`config.mk`:
```
export PLATFORM = sky130hd
export DESIGN_NAME = dcsm_top
export DESIGN_NICKNAME = d
export VERILOG_FILES = /design/src/common/dcsm_pkg.sv /design/src/logic/dcsm_top.sv /design/src/logic/dcsm_chan.sv
export SDC_FILE = /design/constraint.sdc
export NUM_CORES = 1
export LEC_CHECK = 0
export BUFFER_PORTS_ARGS = -buffer_cell sky130_fd_sc_hd__buf_2
export CAP_MARGIN = 20
export CORE_MARGIN = 3
export CORE_UTILIZATION = 55
export DETAILED_ROUTE_END_ITERATION = 8
export PLACE_DENSITY = 0.76
export SYNTH_ARGS = -nofsm -noshare
export SYNTH_HDL_FRONTEND = slang
export SYNTH_SLANG_ARGS = --single-unit
export TNS_END_PERCENT = 20
```
`constraint.sdc`:
```
create_clock -name mclk_i -period 4.22 [get_ports mclk_i]
set_input_delay 0.422 -clock mclk_i [delete_from_list [all_inputs] [get_ports mclk_i]]
set_output_delay 0.422 -clock mclk_i [all_outputs]
set_load 0.05 [all_outputs]
```
`src/common/dcsm_pkg.sv`:
```
// Constants shared by the dual channel standstill monitor
package dcsm_pkg;

    // ==========================================================
    // Clock and measurement time base
    // ==========================================================
    localparam int unsigned CLK_HZ        = 200_000_000;
    localparam int unsigned CLK_PERIOD_NS = 5;
    localparam int unsigned TICK_HZ       = 100_000;              // 10 us tick
    localparam int unsigned TICK_CYC      = CLK_HZ / TICK_HZ;     // 2000 cycles
    localparam int unsigned TICK_W        = 16;
    localparam int unsigned CNT_W         = 32;

    // ==========================================================
    // Self-diagnosis after power-up
    // ==========================================================
    localparam int unsigned SELFTEST_MS    = 6000;
    localparam int unsigned SELFTEST_TICKS = SELFTEST_MS * (TICK_HZ / 1000);

    // ==========================================================
    // Switch points in centihertz, selected by the bridge code
    // ==========================================================
    localparam logic [1:0] SEL_0P2HZ = 2'h0;
    localparam logic [1:0] SEL_0P5HZ = 2'h1;
    localparam logic [1:0] SEL_1HZ   = 2'h2;
    localparam logic [1:0] SEL_2HZ   = 2'h3;
    localparam int unsigned SP0_CHZ  = 20;
    localparam int unsigned SP1_CHZ  = 50;
    localparam int unsigned SP2_CHZ  = 100;
    localparam int unsigned SP3_CHZ  = 200;

    // Hysteresis in percent of the switch point
    localparam int unsigned HYST_LO_PCT = 95;
    localparam int unsigned HYST_HI_PCT = 105;
    // Tick count of one period at 1 centihertz times 100 percent
    localparam int unsigned PER_K       = TICK_HZ * 100 * 100;

    // Period in ticks at or above which the speed is below 95 % (ceiling)
    localparam logic [CNT_W-1:0] ON_THR0  = CNT_W'((PER_K + SP0_CHZ*HYST_LO_PCT - 1)
                                                   / (SP0_CHZ*HYST_LO_PCT));
    localparam logic [CNT_W-1:0] ON_THR1  = CNT_W'((PER_K + SP1_CHZ*HYST_LO_PCT - 1)
                                                   / (SP1_CHZ*HYST_LO_PCT));
    localparam logic [CNT_W-1:0] ON_THR2  = CNT_W'((PER_K + SP2_CHZ*HYST_LO_PCT - 1)
                                                   / (SP2_CHZ*HYST_LO_PCT));
    localparam logic [CNT_W-1:0] ON_THR3  = CNT_W'((PER_K + SP3_CHZ*HYST_LO_PCT - 1)
                                                   / (SP3_CHZ*HYST_LO_PCT));
    // Period in ticks at or below which the speed is above 105 % (strict)
    localparam logic [CNT_W-1:0] OFF_THR0 = CNT_W'((PER_K - 1) / (SP0_CHZ*HYST_HI_PCT));
    localparam logic [CNT_W-1:0] OFF_THR1 = CNT_W'((PER_K - 1) / (SP1_CHZ*HYST_HI_PCT));
    localparam logic [CNT_W-1:0] OFF_THR2 = CNT_W'((PER_K - 1) / (SP2_CHZ*HYST_HI_PCT));
    localparam logic [CNT_W-1:0] OFF_THR3 = CNT_W'((PER_K - 1) / (SP3_CHZ*HYST_HI_PCT));

    // ==========================================================
    // Sensor supervision
    // ==========================================================
    localparam int unsigned BOTH_LOW_NS  = 1000;
    localparam int unsigned BOTH_LOW_CYC = (BOTH_LOW_NS + CLK_PERIOD_NS - 1) / CLK_PERIOD_NS;
    localparam int unsigned DIFF_W       = 4;
    localparam logic signed [DIFF_W-1:0] DIVERGE_MAX = 4'sh2;

    // Error cause bits
    localparam int unsigned ERR_W       = 3;
    localparam int unsigned ERR_DIVERGE = 0;
    localparam int unsigned ERR_BOTHLOW = 1;
    localparam int unsigned ERR_SPCHG   = 2;

    typedef enum logic [1:0] {
        ST_SELFTEST,
        ST_RUN,
        ST_FAULT
    } dcsm_state_t;

endpackage

```
`src/logic/dcsm_top.sv`:
```
// Dual channel standstill monitor: supervision, fault latch and relay drive
//
// Functional notes
// - Two pick-up channels are measured continuously to derive the motion frequency.
// - Measured frequency is compared all the time against the selected switch point.
// - Relays energise when frequency falls 5 % below the switch point.
// - Relays release when frequency rises 5 % above the switch point.
// - Four switch points, 0.2, 0.5, 1 or 2 Hz, chosen by bridging.
// - Each channel drives its own output relay.
// - Combined standstill contact closes only with both relays energised.
// - Safe state is both contacts open, and it is the default.
// - Fault status output high in run when error free, low on an error and during self-test.
// - Self-test starts whenever supply power is applied.
// - About six seconds of self-diagnosis precede normal operation.
// - Diverging channel pulse sequences raise an error and force the safe state.
// - Both sensors inactive together raises an error and forces the safe state.
// - A latched error clears only by cycling power.
`timescale 1ns/10ps
module dcsm_top #(
    parameter int unsigned TICK_CYC       = dcsm_pkg::TICK_CYC,       // Cycles per tick
    parameter int unsigned SELFTEST_TICKS = dcsm_pkg::SELFTEST_TICKS  // Self-test length
) (
    input  wire logic       mclk_i,                 // 200 MHz clock
    input  wire logic       sys_rst_i,              // Power-on reset, active high
    input  wire logic       pulse_one_i,            // Pick-up channel one, high = damped
    input  wire logic       pulse_two_i,            // Pick-up channel two, high = damped
    input  wire logic [1:0] sp_sel_i,               // Switch point bridge code
    output logic            first_output_relay_o,   // Relay channel one energised
    output logic            second_output_relay_o,  // Relay channel two energised
    output logic            standstill_contact_o,   // Series contact closed
    output logic            fault_status_output_o,  // High = no error
    output logic            ready_o,                // Self-diagnosis completed and no error
    output logic [2:0]      err_cause_o             // Latched error causes
);
    import dcsm_pkg::*;

    // ==========================================================
    // Declarations
    // ==========================================================
    dcsm_state_t              state_q;
    logic [TICK_W-1:0]        tick_cnt_q;
    logic                     tick_q;
    logic [CNT_W-1:0]         st_cnt_q;
    logic [1:0]               sp_q;
    logic [CNT_W-1:0]         on_thr;
    logic [CNT_W-1:0]         off_thr;
    logic                     ch1_edge;
    logic                     ch2_edge;
    logic                     ch1_slow;
    logic                     ch2_slow;
    logic [CNT_W-1:0]         channel_one_frequency;
    logic [CNT_W-1:0]         channel_two_frequency;
    logic signed [DIFF_W-1:0] diff_q;
    logic [TICK_W-1:0]        low_cnt_q;
    logic [ERR_W-1:0]         err_now;
    logic                     running;
    logic                     rel1_d;
    logic                     rel2_d;

    // ==========================================================
    // Time base
    // ==========================================================
    always_ff @(posedge mclk_i) begin
        if (sys_rst_i) begin
            tick_cnt_q <= 16'h0000;
            tick_q     <= 1'b0;
        end else if (tick_cnt_q >= TICK_W'(TICK_CYC - 1)) begin
            tick_cnt_q <= 16'h0000;
            tick_q     <= 1'b1;
        end else begin
            tick_cnt_q <= tick_cnt_q + 16'h0001;
            tick_q     <= 1'b0;
        end
    end

    // ==========================================================
    // Switch point selection
    // ==========================================================
    // The bridge is sampled during self-test; a later change is an error
    always_ff @(posedge mclk_i) begin
        if (sys_rst_i) begin
            sp_q <= SEL_0P2HZ;
        end else if (state_q == ST_SELFTEST) begin
            sp_q <= sp_sel_i;
        end
    end

    always_comb begin
        if (sp_q == SEL_0P2HZ) begin
            on_thr  = ON_THR0;
            off_thr = OFF_THR0;
        end else if (sp_q == SEL_0P5HZ) begin
            on_thr  = ON_THR1;
            off_thr = OFF_THR1;
        end else if (sp_q == SEL_1HZ) begin
            on_thr  = ON_THR2;
            off_thr = OFF_THR2;
        end else begin
            on_thr  = ON_THR3;
            off_thr = OFF_THR3;
        end
    end

    // ==========================================================
    // Channels
    // ==========================================================
    dcsm_chan u_chan_one (
        .clk_i     (mclk_i),
        .rst_i     (sys_rst_i),
        .tick_i    (tick_q),
        .pulse_i   (pulse_one_i),
        .on_thr_i  (on_thr),
        .off_thr_i (off_thr),
        .edge_o    (ch1_edge),
        .slow_o    (ch1_slow),
        .period_o  (channel_one_frequency)
    );

    dcsm_chan u_chan_two (
        .clk_i     (mclk_i),
        .rst_i     (sys_rst_i),
        .tick_i    (tick_q),
        .pulse_i   (pulse_two_i),
        .on_thr_i  (on_thr),
        .off_thr_i (off_thr),
        .edge_o    (ch2_edge),
        .slow_o    (ch2_slow),
        .period_o  (channel_two_frequency)
    );

    assign running = (state_q == ST_RUN);

    // ==========================================================
    // Pulse comparison
    // ==========================================================
    // Edges of the two cams interleave; a lost sensor lets the
    // difference run away instead of reading as a slow axis
    always_ff @(posedge mclk_i) begin
        if (sys_rst_i || !running) begin
            diff_q <= 4'sh0;
        end else if (ch1_edge && !ch2_edge && (diff_q <= DIVERGE_MAX)) begin
            diff_q <= diff_q + 4'sh1;
        end else if (ch2_edge && !ch1_edge && (diff_q >= -DIVERGE_MAX)) begin
            diff_q <= diff_q - 4'sh1;
        end
    end

    // ==========================================================
    // Both-gap supervision, short filter against edge overlap
    // ==========================================================
    always_ff @(posedge mclk_i) begin
        if (sys_rst_i || !running || pulse_one_i || pulse_two_i) begin
            low_cnt_q <= 16'h0000;
        end else if (low_cnt_q < TICK_W'(BOTH_LOW_CYC)) begin
            low_cnt_q <= low_cnt_q + 16'h0001;
        end
    end

    always_comb begin
        err_now              = '0;
        err_now[ERR_DIVERGE] = running && ((diff_q > DIVERGE_MAX) ||
                                           (diff_q < -DIVERGE_MAX));
        err_now[ERR_BOTHLOW] = running && (low_cnt_q >= TICK_W'(BOTH_LOW_CYC));
        err_now[ERR_SPCHG]   = running && (sp_sel_i != sp_q);
    end

    // ==========================================================
    // Operating state: self-test, run, latched fault
    // ==========================================================
    // Only the power-on reset leaves the fault state
    always_ff @(posedge mclk_i) begin
        if (sys_rst_i) begin
            state_q  <= ST_SELFTEST;
            st_cnt_q <= 32'h0000_0000;
        end else begin
            case (state_q)
                ST_SELFTEST: begin
                    if (st_cnt_q >= CNT_W'(SELFTEST_TICKS)) begin
                        state_q <= ST_RUN;
                    end else if (tick_q) begin
                        st_cnt_q <= st_cnt_q + 32'h0000_0001;
                    end
                end
                ST_RUN: begin
                    if (err_now != '0) begin
                        state_q <= ST_FAULT;
                    end
                end
                ST_FAULT: begin
                    state_q <= ST_FAULT;
                end
                default: begin
                    state_q <= ST_FAULT;
                end
            endcase
        end
    end

    always_ff @(posedge mclk_i) begin
        if (sys_rst_i) begin
            err_cause_o <= 3'h0;
        end else begin
            err_cause_o <= err_cause_o | err_now;
        end
    end

    // ==========================================================
    // Relays, series contact and status outputs
    // ==========================================================
    // The error term is used directly so the relays drop in the same
    // cycle the fault state is entered
    assign rel1_d = running && (err_now == '0) && ch1_slow;
    assign rel2_d = running && (err_now == '0) && ch2_slow;

    always_ff @(posedge mclk_i) begin
        if (sys_rst_i) begin
            first_output_relay_o  <= 1'b0;
            second_output_relay_o <= 1'b0;
            standstill_contact_o  <= 1'b0;
            fault_status_output_o <= 1'b0;
            ready_o               <= 1'b0;
        end else begin
            first_output_relay_o  <= rel1_d;
            second_output_relay_o <= rel2_d;
            standstill_contact_o  <= rel1_d && rel2_d;
            fault_status_output_o <= running && (err_now == '0);
            ready_o               <= running && (err_now == '0);
        end
    end

endmodule

```
`src/logic/dcsm_chan.sv`:
```
// One pick-up channel: period measurement and hysteresis standstill flag
`timescale 1ns/10ps
module dcsm_chan (
    input  wire logic                       clk_i,      // System clock
    input  wire logic                       rst_i,      // Synchronous reset
    input  wire logic                       tick_i,     // Time base tick
    input  wire logic                       pulse_i,    // Sensor level
    input  wire logic [dcsm_pkg::CNT_W-1:0] on_thr_i,   // Slow threshold, ticks
    input  wire logic [dcsm_pkg::CNT_W-1:0] off_thr_i,  // Fast threshold, ticks
    output logic                            edge_o,     // Rising edge pulse
    output logic                            slow_o,     // Below switch point
    output logic [dcsm_pkg::CNT_W-1:0]      period_o    // Last full period
);
    import dcsm_pkg::*;

    logic                 pulse_q;
    logic                 rise;
    logic [CNT_W-1:0]     cnt_q;

    assign rise = pulse_i & ~pulse_q;

    always_ff @(posedge clk_i) begin
        if (rst_i) begin
            pulse_q <= 1'b0;
            edge_o  <= 1'b0;
        end else begin
            pulse_q <= pulse_i;
            edge_o  <= rise;
        end
    end

    // ==========================================================
    // Period counter, saturating so a stopped axis stays slow
    // ==========================================================
    always_ff @(posedge clk_i) begin
        if (rst_i) begin
            cnt_q    <= 32'h0000_0000;
            period_o <= 32'h0000_0000;
        end else if (rise) begin
            cnt_q    <= 32'h0000_0000;
            period_o <= cnt_q;
        end else if (tick_i && (cnt_q != {CNT_W{1'b1}})) begin
            cnt_q    <= cnt_q + 32'h0000_0001;
        end
    end

    // ==========================================================
    // Hysteresis: the open gap also counts, so no edge is needed to go slow
    // ==========================================================
    always_ff @(posedge clk_i) begin
        if (rst_i) begin
            slow_o <= 1'b0;
        end else if (cnt_q >= on_thr_i) begin
            slow_o <= 1'b1;
        end else if (rise && (cnt_q <= off_thr_i)) begin
            slow_o <= 1'b0;
        end
    end

endmodule

```
**Yosys cells after proc, flatten, opt, wreduce, memory -nomap -nowiden**

Cells that the tools add are included.

- Add/subtract/negate cells: 7
- Order comparisons: 12
- Eq/ne operators: 8
- Mux-type cells: 16
- Bitwise operators: 6
- Reduce and logical (&&, ||, !) cells: 34

Operator list:

| cell | count |
|---|---|
| adder 32 x 1 -> 32 bit, second input constant | 3 |
| >= comparator 32 x 20 -> 1 bit | 2 |
| less-or-equal comparator 32 x 19 -> 1 bit | 2 |
| != test 32 bit, second input constant | 2 |
| 2-to-1 mux 18 bit | 2 |
| 2-to-1 mux 17 bit | 2 |
| adder 16 x 1 -> 16 bit, second input constant | 2 |
| >= comparator 32 x 20 -> 1 bit, second input constant | 1 |
| 2-to-1 mux 20 bit | 1 |
| 2-to-1 mux 19 bit | 1 |
| >= comparator 16 x 11 -> 1 bit, second input constant | 1 |
| >= comparator 16 x 8 -> 1 bit, second input constant | 1 |
| less-than comparator 16 x 8 -> 1 bit, second input constant | 1 |
| logical AND 1 bit | 15 |
| 2-to-1 mux 4 bit | 2 |
| nonzero test 2 bit | 3 |
| OR reduction 2 bit | 3 |
| 2-to-1 mux 1 bit | 5 |
| adder 4 x 2 -> 4 bit, second input constant | 1 |
| == test 2 x 1 -> 1 bit, second input constant | 2 |
| >= comparator 4 x 2 -> 1 bit, second input constant | 1 |
| greater-than comparator 4 x 3 -> 1 bit, second input constant | 1 |
| less-or-equal comparator 4 x 3 -> 1 bit, second input constant | 1 |
| zero test 2 bit | 2 |
| 16 further kinds | 26 |

- Flip-flop bits (word level): 150
- Bits of input ports: 6
- Output and inout port bits: 8
- Logic and storage cells: 103

**Logic depth before layout (Yosys ltp)**

Gate-level depths: netlist of the first run.

- Word-level depth: 8
- Gate-level depth with buffers: 12
- Depth with buffers taken out: 11

**Cells and area by module**

A second synthesis of the first run with hierarchy kept.

- Cell total of the unflattened synthesis: 1462
- Area total of the unflattened synthesis: 12000.3 sq um

Modules (own cells, without submodules):

| module | times used | cells an instance | area each (sq um) | sequential area each (sq um) |
|---|---|---|---|---|
| dcsm_chan | 2 | 551 | 4335.4 | 1341.3 |
| dcsm_top | 1 | 360 | 3329.4 | 1601.5 |

**Worst setup path after synthesis of the first run**

No wires, ideal clock.

- Path kind: flip-flop to flip-flop
- Start point: reg sp_q[0]
- End point: reg u_chan_one.slow_o
- Setup time: 0.135 ns
- Data arrival time: 3.051 ns
- Required time: 4.085 ns
- Setup slack: 1.034 ns
- Stages on the path, launching flop included: 12
- Path buffers: 0
- Period minus slack after synthesis: 3.186 ns
- Cell sequence: dfxtp_1 -> inv_1 -> ha_1 -> nor2_1 -> inv_1 -> ha_1 -> nand2_1 -> or4b_2 -> nor3_1 -> mux2i_1 -> o21ai_0 -> o211ai_1

- Cells in the longest elaborated chain, start to end: 7
- Elaborated cells between the ends (all ways): 14
- Classes of those cells: 2 x order compare; 2 x eq/ne; 7 x mux; 3 x reduce/logical

Ends and longest elaborated chain:

| element | RTL line | RTL |
|---|---|---|
| from (decl) | dcsm_top.sv:44 | `logic [1:0] sp_q;` |
| from (signal assigned) | dcsm_top.sv:84 | `sp_q <= sp_sel_i;` |
| == test 2 bit | dcsm_top.sv:95 | `end else if (sp_q == SEL_1HZ) begin` |
| 2-to-1 mux 17 bit | dcsm_top.sv:95 |  |
| 2-to-1 mux 18 bit | dcsm_top.sv:92 | `end else if (sp_q == SEL_0P5HZ) begin` |
| 2-to-1 mux 19 bit | dcsm_top.sv:89 | `if (sp_q == SEL_0P2HZ) begin` |
| less-or-equal comparator 32 x 19 -> 1 bit | dcsm_chan.sv:55 | `end else if (rise && (cnt_q <= off_thr_i)) begin` |
| logical AND 1 bit | dcsm_chan.sv:55 |  |
| nonzero test 2 bit (no source line) | - |  |
| to (signal assigned) | dcsm_chan.sv:52 | `slow_o <= 1'b0;` |
| to (signal assigned) | dcsm_chan.sv:54 | `slow_o <= 1'b1;` |
| to (signal assigned) | dcsm_chan.sv:56 | `slow_o <= 1'b0;` |
| to (decl) | dcsm_chan.sv:11 | `output logic slow_o,` |

Parallel ways exist; a longest one is shown, timed or not.
A chain may end at the register's enable or synchronous reset.

**Worst setup path in the final report of the first run**

Ends and elaborated chain as after synthesis.

==> out/metrics.cfg, run 1 <==
[logic_synthesis]
yosysTopAreaCellShare=0.3680
synthTopCellsByArea=dfxtp_1 37%, ha_1 10%, nor2_1 5.2%
synth.avg_cell_area_um2=8.491
netlist_instances=961
synth_top_area_cell=dfxtp_1
synthArstFlopShare=0
ys_warn_count=0
synth_area_mm2=0.008160
ys_seq_elements=150
ys_seq_area_frac=0.3680
ys_types=70
synth_top_flop_cell=dfxtp_1
synth_edf_count=0

[routing]
routed.top_layer=met4
final_antenna_net_count=0
dr_wl_met2_um=7866
wl_um=17640
first_pass_iters=5
drc=0
vias_per_cell=5.842
vias=6806
routedWlPerCell_um=15.14
dr.first_iter.drc_count=392
m1WireLength_um=8573
wl_met3_um=907

[global_routing]
grt_max_degree=54
grt_pass1_vias=6441
grt_pass1_wl_um=30500
grt-ovfl-total=0
grt_usage=0.2265
antenna_found_initial=0

[cts]
clock_tree.root_cell=clkbuf_16
ctsLongestPathBuffers=2
ctsHoldBuffers=0
tritoncts=built
numCtsBuffers=17
cts_resized=0
clk_pin_slew_worst_paths_ns=0.07
cts_max_level=4
clock_latency_ns=0.44
post_cts_buffers=0
cts_sinks=150

[critical_path]
worstPathArrival_ns=3.35
cp_max_fo=10
startpoint_type=flop
end_kind=flop
crit_type=reg2reg
required_ns=4.52
rrSetupSlack_ns=1.17

[run]
drv_cap=0

[status]
status=completed

[sta]
rsz0062_at_grt=no
min_period_ns=3.045
fmax_ghz=0.3284
fin_ws_ns=1.175
final_max_slew_viol_count=0
tightest_slew_ns=0.7305
finalSetupViolations=0
min_period_over_period=0.7216
hold_viol=0
timing.slew.headroom=0.5115
skew_ns=0.01122
final.setup.tns_ns=0

[die]
die_area_mm2=0.01633
die_y_um=127.8
num_rows=43
die_w_um=127.8
start_util=0.5745
pin_count=14
core_area_mm2=0.01420

[pwr]
p_per_area_mw_per_mm2=342.9
power.leakage_nw=3.349
ir_worst_vdd_v=0.0003543

[placement]
dp_hpwl_um=12450
portBuffers=13
gp_congestion=0.9291
place_ws_ns=1.230

[layout]
drive_gt1_frac=0.07716
diodes=0
fin_nets=1045
final_common_cell=dfxtp_1
area_growth_pct=9.752
layout_common_cells=150 x dfxtp_1, 113 x nor2_1, 66 x ha_1

[worst_hold_path]
hp-class=in2reg

-- metrics by stage --
step	power, mW	area, µm²	hold WS [ns]	utilization	std cells
6_report	3.071	8956	0.2653	0.6306	1165
5_1_grt	3.192	8956	0.2876	0.6306	1165
4_1_cts	3.099	8941	0.2489	0.6295	1164
3_5_place_dp	1.654	8381	0.4018	0.5900	1132
3_3_place_gp	1.650	8381	0.3957	0.5900	1132
2_1_floorplan	1.603	8175	0.3828	-	965
-- cell usage after synthesis (10+ instances only) --
master / count
nor2_1: 113
nor2b_1: 26
o21ai_0: 37
and3_1: 20
a21oi_1: 49
xor2_1: 44
xnor2_1: 34
nand4_1: 37
clkbuf_1: 25
dfxtp_1: 150
or3_1: 23
nand2_1: 62
ha_1: 66
or4_1: 10
inv_1: 26
nand3_1: 51
nor4_1: 17
and2_1: 13
nand2b_1: 10
nor3_1: 32
-- where the power goes --
part	internal, mW	leakage, nW	switching, mW	total (mW)
sequential	1.43	1.21	0.0137	1.44
clock	0.800	0.278	0.643	1.44
combinational	0.0641	1.86	0.123	0.187
-- sequential cells by signal, indices dropped and copies added (netlist names), 2 cells and up --
name / cells
tick_cnt_q: 16
u_chan_one.cnt_q: 32
err_cause_o: 3
diff_q: 4
low_cnt_q: 16
u_chan_two.cnt_q: 32
sp_q: 2
st_cnt_q: 32
state_q: 2
-- logic make-up after synthesis --
family	after synthesis	share of synthesized area
DFF	150	0.3680
buffers and inverters	58	0.02790
and+or+nand+nor	454	0.2968
adders and majority gates	67	0.1036
AOI/OAI and AO/OA	147	0.1118
xor gates and xnor gates	78	0.08372
muxes	6	0.007666
other	1	0.0004595
-- layer usage --
| layer | global-route usage | vias to the layer above |
|---|---|---|
| met1 | 0.3117 | 3148 |
| met5 | 0 | - |
| met3 | 0.04792 | 24 |
| li1 | - | 3480 |
| met4 | 0.07116 | 0 |
| met2 | 0.3571 | 154 |
-- final timing paths --
path | start | end | depth (start not counted)
min reg2reg | u_chan_one.pulse_q | u_chan_one.edge_o | 1
max | sp_q[0] | u_chan_one.slow_o | 9
min | sp_sel_i[1] | sp_q[1] | 3
max reg2reg | sp_q[0] | u_chan_one.slow_o | 9
-- final cells by class --
class / count / area [µm²]
fill: 1196 / 5248
multi-input combinational: 757 / 4945
sequential: 150 / 3003
clock buffer: 19 / 452.9
tap: 180 / 225.2
timing repair buffer: 20 / 125.1
clock inverter: 13 / 107.6
inverter: 26 / 97.59
-- critical path, stage by stage, from the launching register on --
cell and delay, ns:
dfxtp_1 0.38, inv_1 0.24, ha_1 0.43, inv_1 0.26, ha_1 0.39, a311o_1 0.33, a41oi_1 0.22, nand2_1 0.07
a2111oi_0 0.44, o211ai_1 0.15
Power figures use the tool's default switching activity.
==> run 2: changes to the inputs <==
--- a/config.mk
+++ b/config.mk
@@ -10,7 +10,7 @@
 export CORE_MARGIN = 3
 export CORE_UTILIZATION = 55
 export DETAILED_ROUTE_END_ITERATION = 8
-export PLACE_DENSITY = 0.76
+export PLACE_DENSITY = 0.79
 export SYNTH_ARGS = -nofsm -noshare
 export SYNTH_HDL_FRONTEND = slang
 export SYNTH_SLANG_ARGS = --single-unit
==> constraint.sdc (replaced) <==
create_clock -name mclk_i -period 2.7 [get_ports mclk_i]
set_input_delay 0.27 -clock mclk_i [delete_from_list [all_inputs] [get_ports mclk_i]]
set_output_delay 0.27 -clock mclk_i [all_outputs]
set_load 0.05 [all_outputs]
==> run 2 against run 1 <==
- clock skew down 0.0046 ns
- global-route usage increased by 0.82 points
- non-clock buffer count grew 22
- sequential share of layout area fell by 0.85 points
- critical path type unchanged
==> out/metrics.cfg, run 2 (synthesis results as in run 1) <==
[status]
status=completed

[global_routing]
grt_pass1_wl_um=31600
grt-ovfl-total=0
grt_max_degree=43
grt_usage=0.2347
grt_pass1_vias=6623
antenna_found_initial=2

[routing]
vias=6964
dr.first_iter.drc_count=691
wl_um=18210
vias_per_cell=5.867
first_pass_iters=5
drc=0
routedWlPerCell_um=15.34
final_antenna_net_count=0

[cts]
numCtsBuffers=17
clock_tree.root_cell=clkbuf_16
ctsHoldBuffers=0
cts_sinks=150
cts_max_level=4
clk_pin_slew_worst_paths_ns=0.07
clock_latency_ns=0.43
ctsLongestPathBuffers=2
tritoncts=built

[layout]
layout_common_cells=148 x dfxtp_1, 112 x nor2_1, 64 x ha_1
diodes=0
area_growth_pct=12.80
final_common_cell=dfxtp_1
largestRegisters=st_cnt_q (32), u_chan_one.cnt_q (32), u_chan_two.cnt_q (32)
drive_gt1_frac=0.1072
fin_nets=1067
fillers=1180
layout.cells.non_filler=1187
seq_area_mm2=0.003008
postLayoutCellArea_mm2=0.009205
multi_input_area_mm2=0.004976

[die]
core_area_mm2=0.01420
die_area_mm2=0.01633
num_rows=43
die_y_um=127.8
die_w_um=127.8
pin_count=14
start_util=0.5745

[worst_hold_path]
hp-class=in2reg

[sta]
fmax_ghz=0.3907
final_max_slew_viol_count=0
timing.slew.headroom=0.5710
hold_viol=0
rsz0062_at_grt=no
min_period_ns=2.559
tightest_slew_ns=0.6418
min_period_over_period=0.9479
skew_ns=0.006623
final.setup.tns_ns=0
finalSetupViolations=0

[pwr]
power_mw=4.930
power.leakage_nw=3.474
ir_worst_vdd_v=0.0005020
p_per_area_mw_per_mm2=535.6

[run]
drv_cap=0

[placement]
gp_congestion=0.9247
portBuffers=13
dp_hpwl_um=12800
place_area_mm2=0.008558
dpl.cell_count=1152

[critical_path]
startpoint_type=flop
required_ns=3.00
worstPathArrival_ns=2.86
cp_max_fo=9
crit_type=reg2reg
end_kind=flop

[run 2: layout make-up]
cell class,count,share of cell area
well taps,180,0.02447
clock inverters,15,0.01889
clock buffers,17,0.04621
flip-flops and latches,150,0.3268
multi-input cells,757,0.5406
inverters,26,0.01101
repair buffers,42,0.03208
[run 2: per-stage QoR]
stage                     utilization  hold WS, ns  setup WS (ns)
after detailed placement       0.6025       0.4085        0.06928
after global routing           0.6481       0.1400        0.02830
after global placement         0.6025       0.3987         0.1796
final                          0.6481       0.1553         0.1406
after floorplan                     -       0.3828        0.04282
after CTS                      0.6447       0.1235        0.03865
[run 2: critical path, stage by stage, from the launching register on]
cell and delay, ns:
dfxtp_4 0.41, inv_1 0.09, ha_2 0.21, nor2_4 0.11, inv_2 0.09, ha_1 0.28, nand2_1 0.07, or4b_2 0.67
nor3_2 0.21, mux2i_1 0.09, o21ai_1 0.13, o211ai_1 0.09
[run 2: routing by layer]
| metal | track usage | routed length [µm] | vias up |
|---|---|---|---|
| li1 | - | - | 3520 |
| met1 | 0.3194 | 8523 | 3225 |
| met2 | 0.3685 | 8282 | 175 |
| met3 | 0.04208 | 935 | 40 |
| met4 | 0.09738 | 440 | 4 |
| met5 | 0 | 27 | - |
[run 2: path summary, 6_finish.rpt]
kind	startpoint	to	slack (ns)	cells past startpoint
worst max register to register	sp_q[0]	u_chan_one.slow_o	0.14	11
worst min-delay path	sp_sel_i[1]	sp_q[1]	0.16	3
worst min register to register	u_chan_one.pulse_q	u_chan_one.edge_o	0.42	1
worst max-delay path	sp_q[0]	u_chan_one.slow_o	0.14	11
[run 2: what timing repair did]
| item | 4_1_cts | 5_1_grt |
|---|---|---|
| buffers inserted | 0 | 3 |
| resized for setup | 0 | 7 |
| endpoints found under the setup margin | 0 | 2 |
[run 2: power breakdown]
group,switching [mW],internal (mW)
combinational,0.201,0.121
sequential,0.0225,2.23
clock,1.10,1.26
total,1.32,3.61
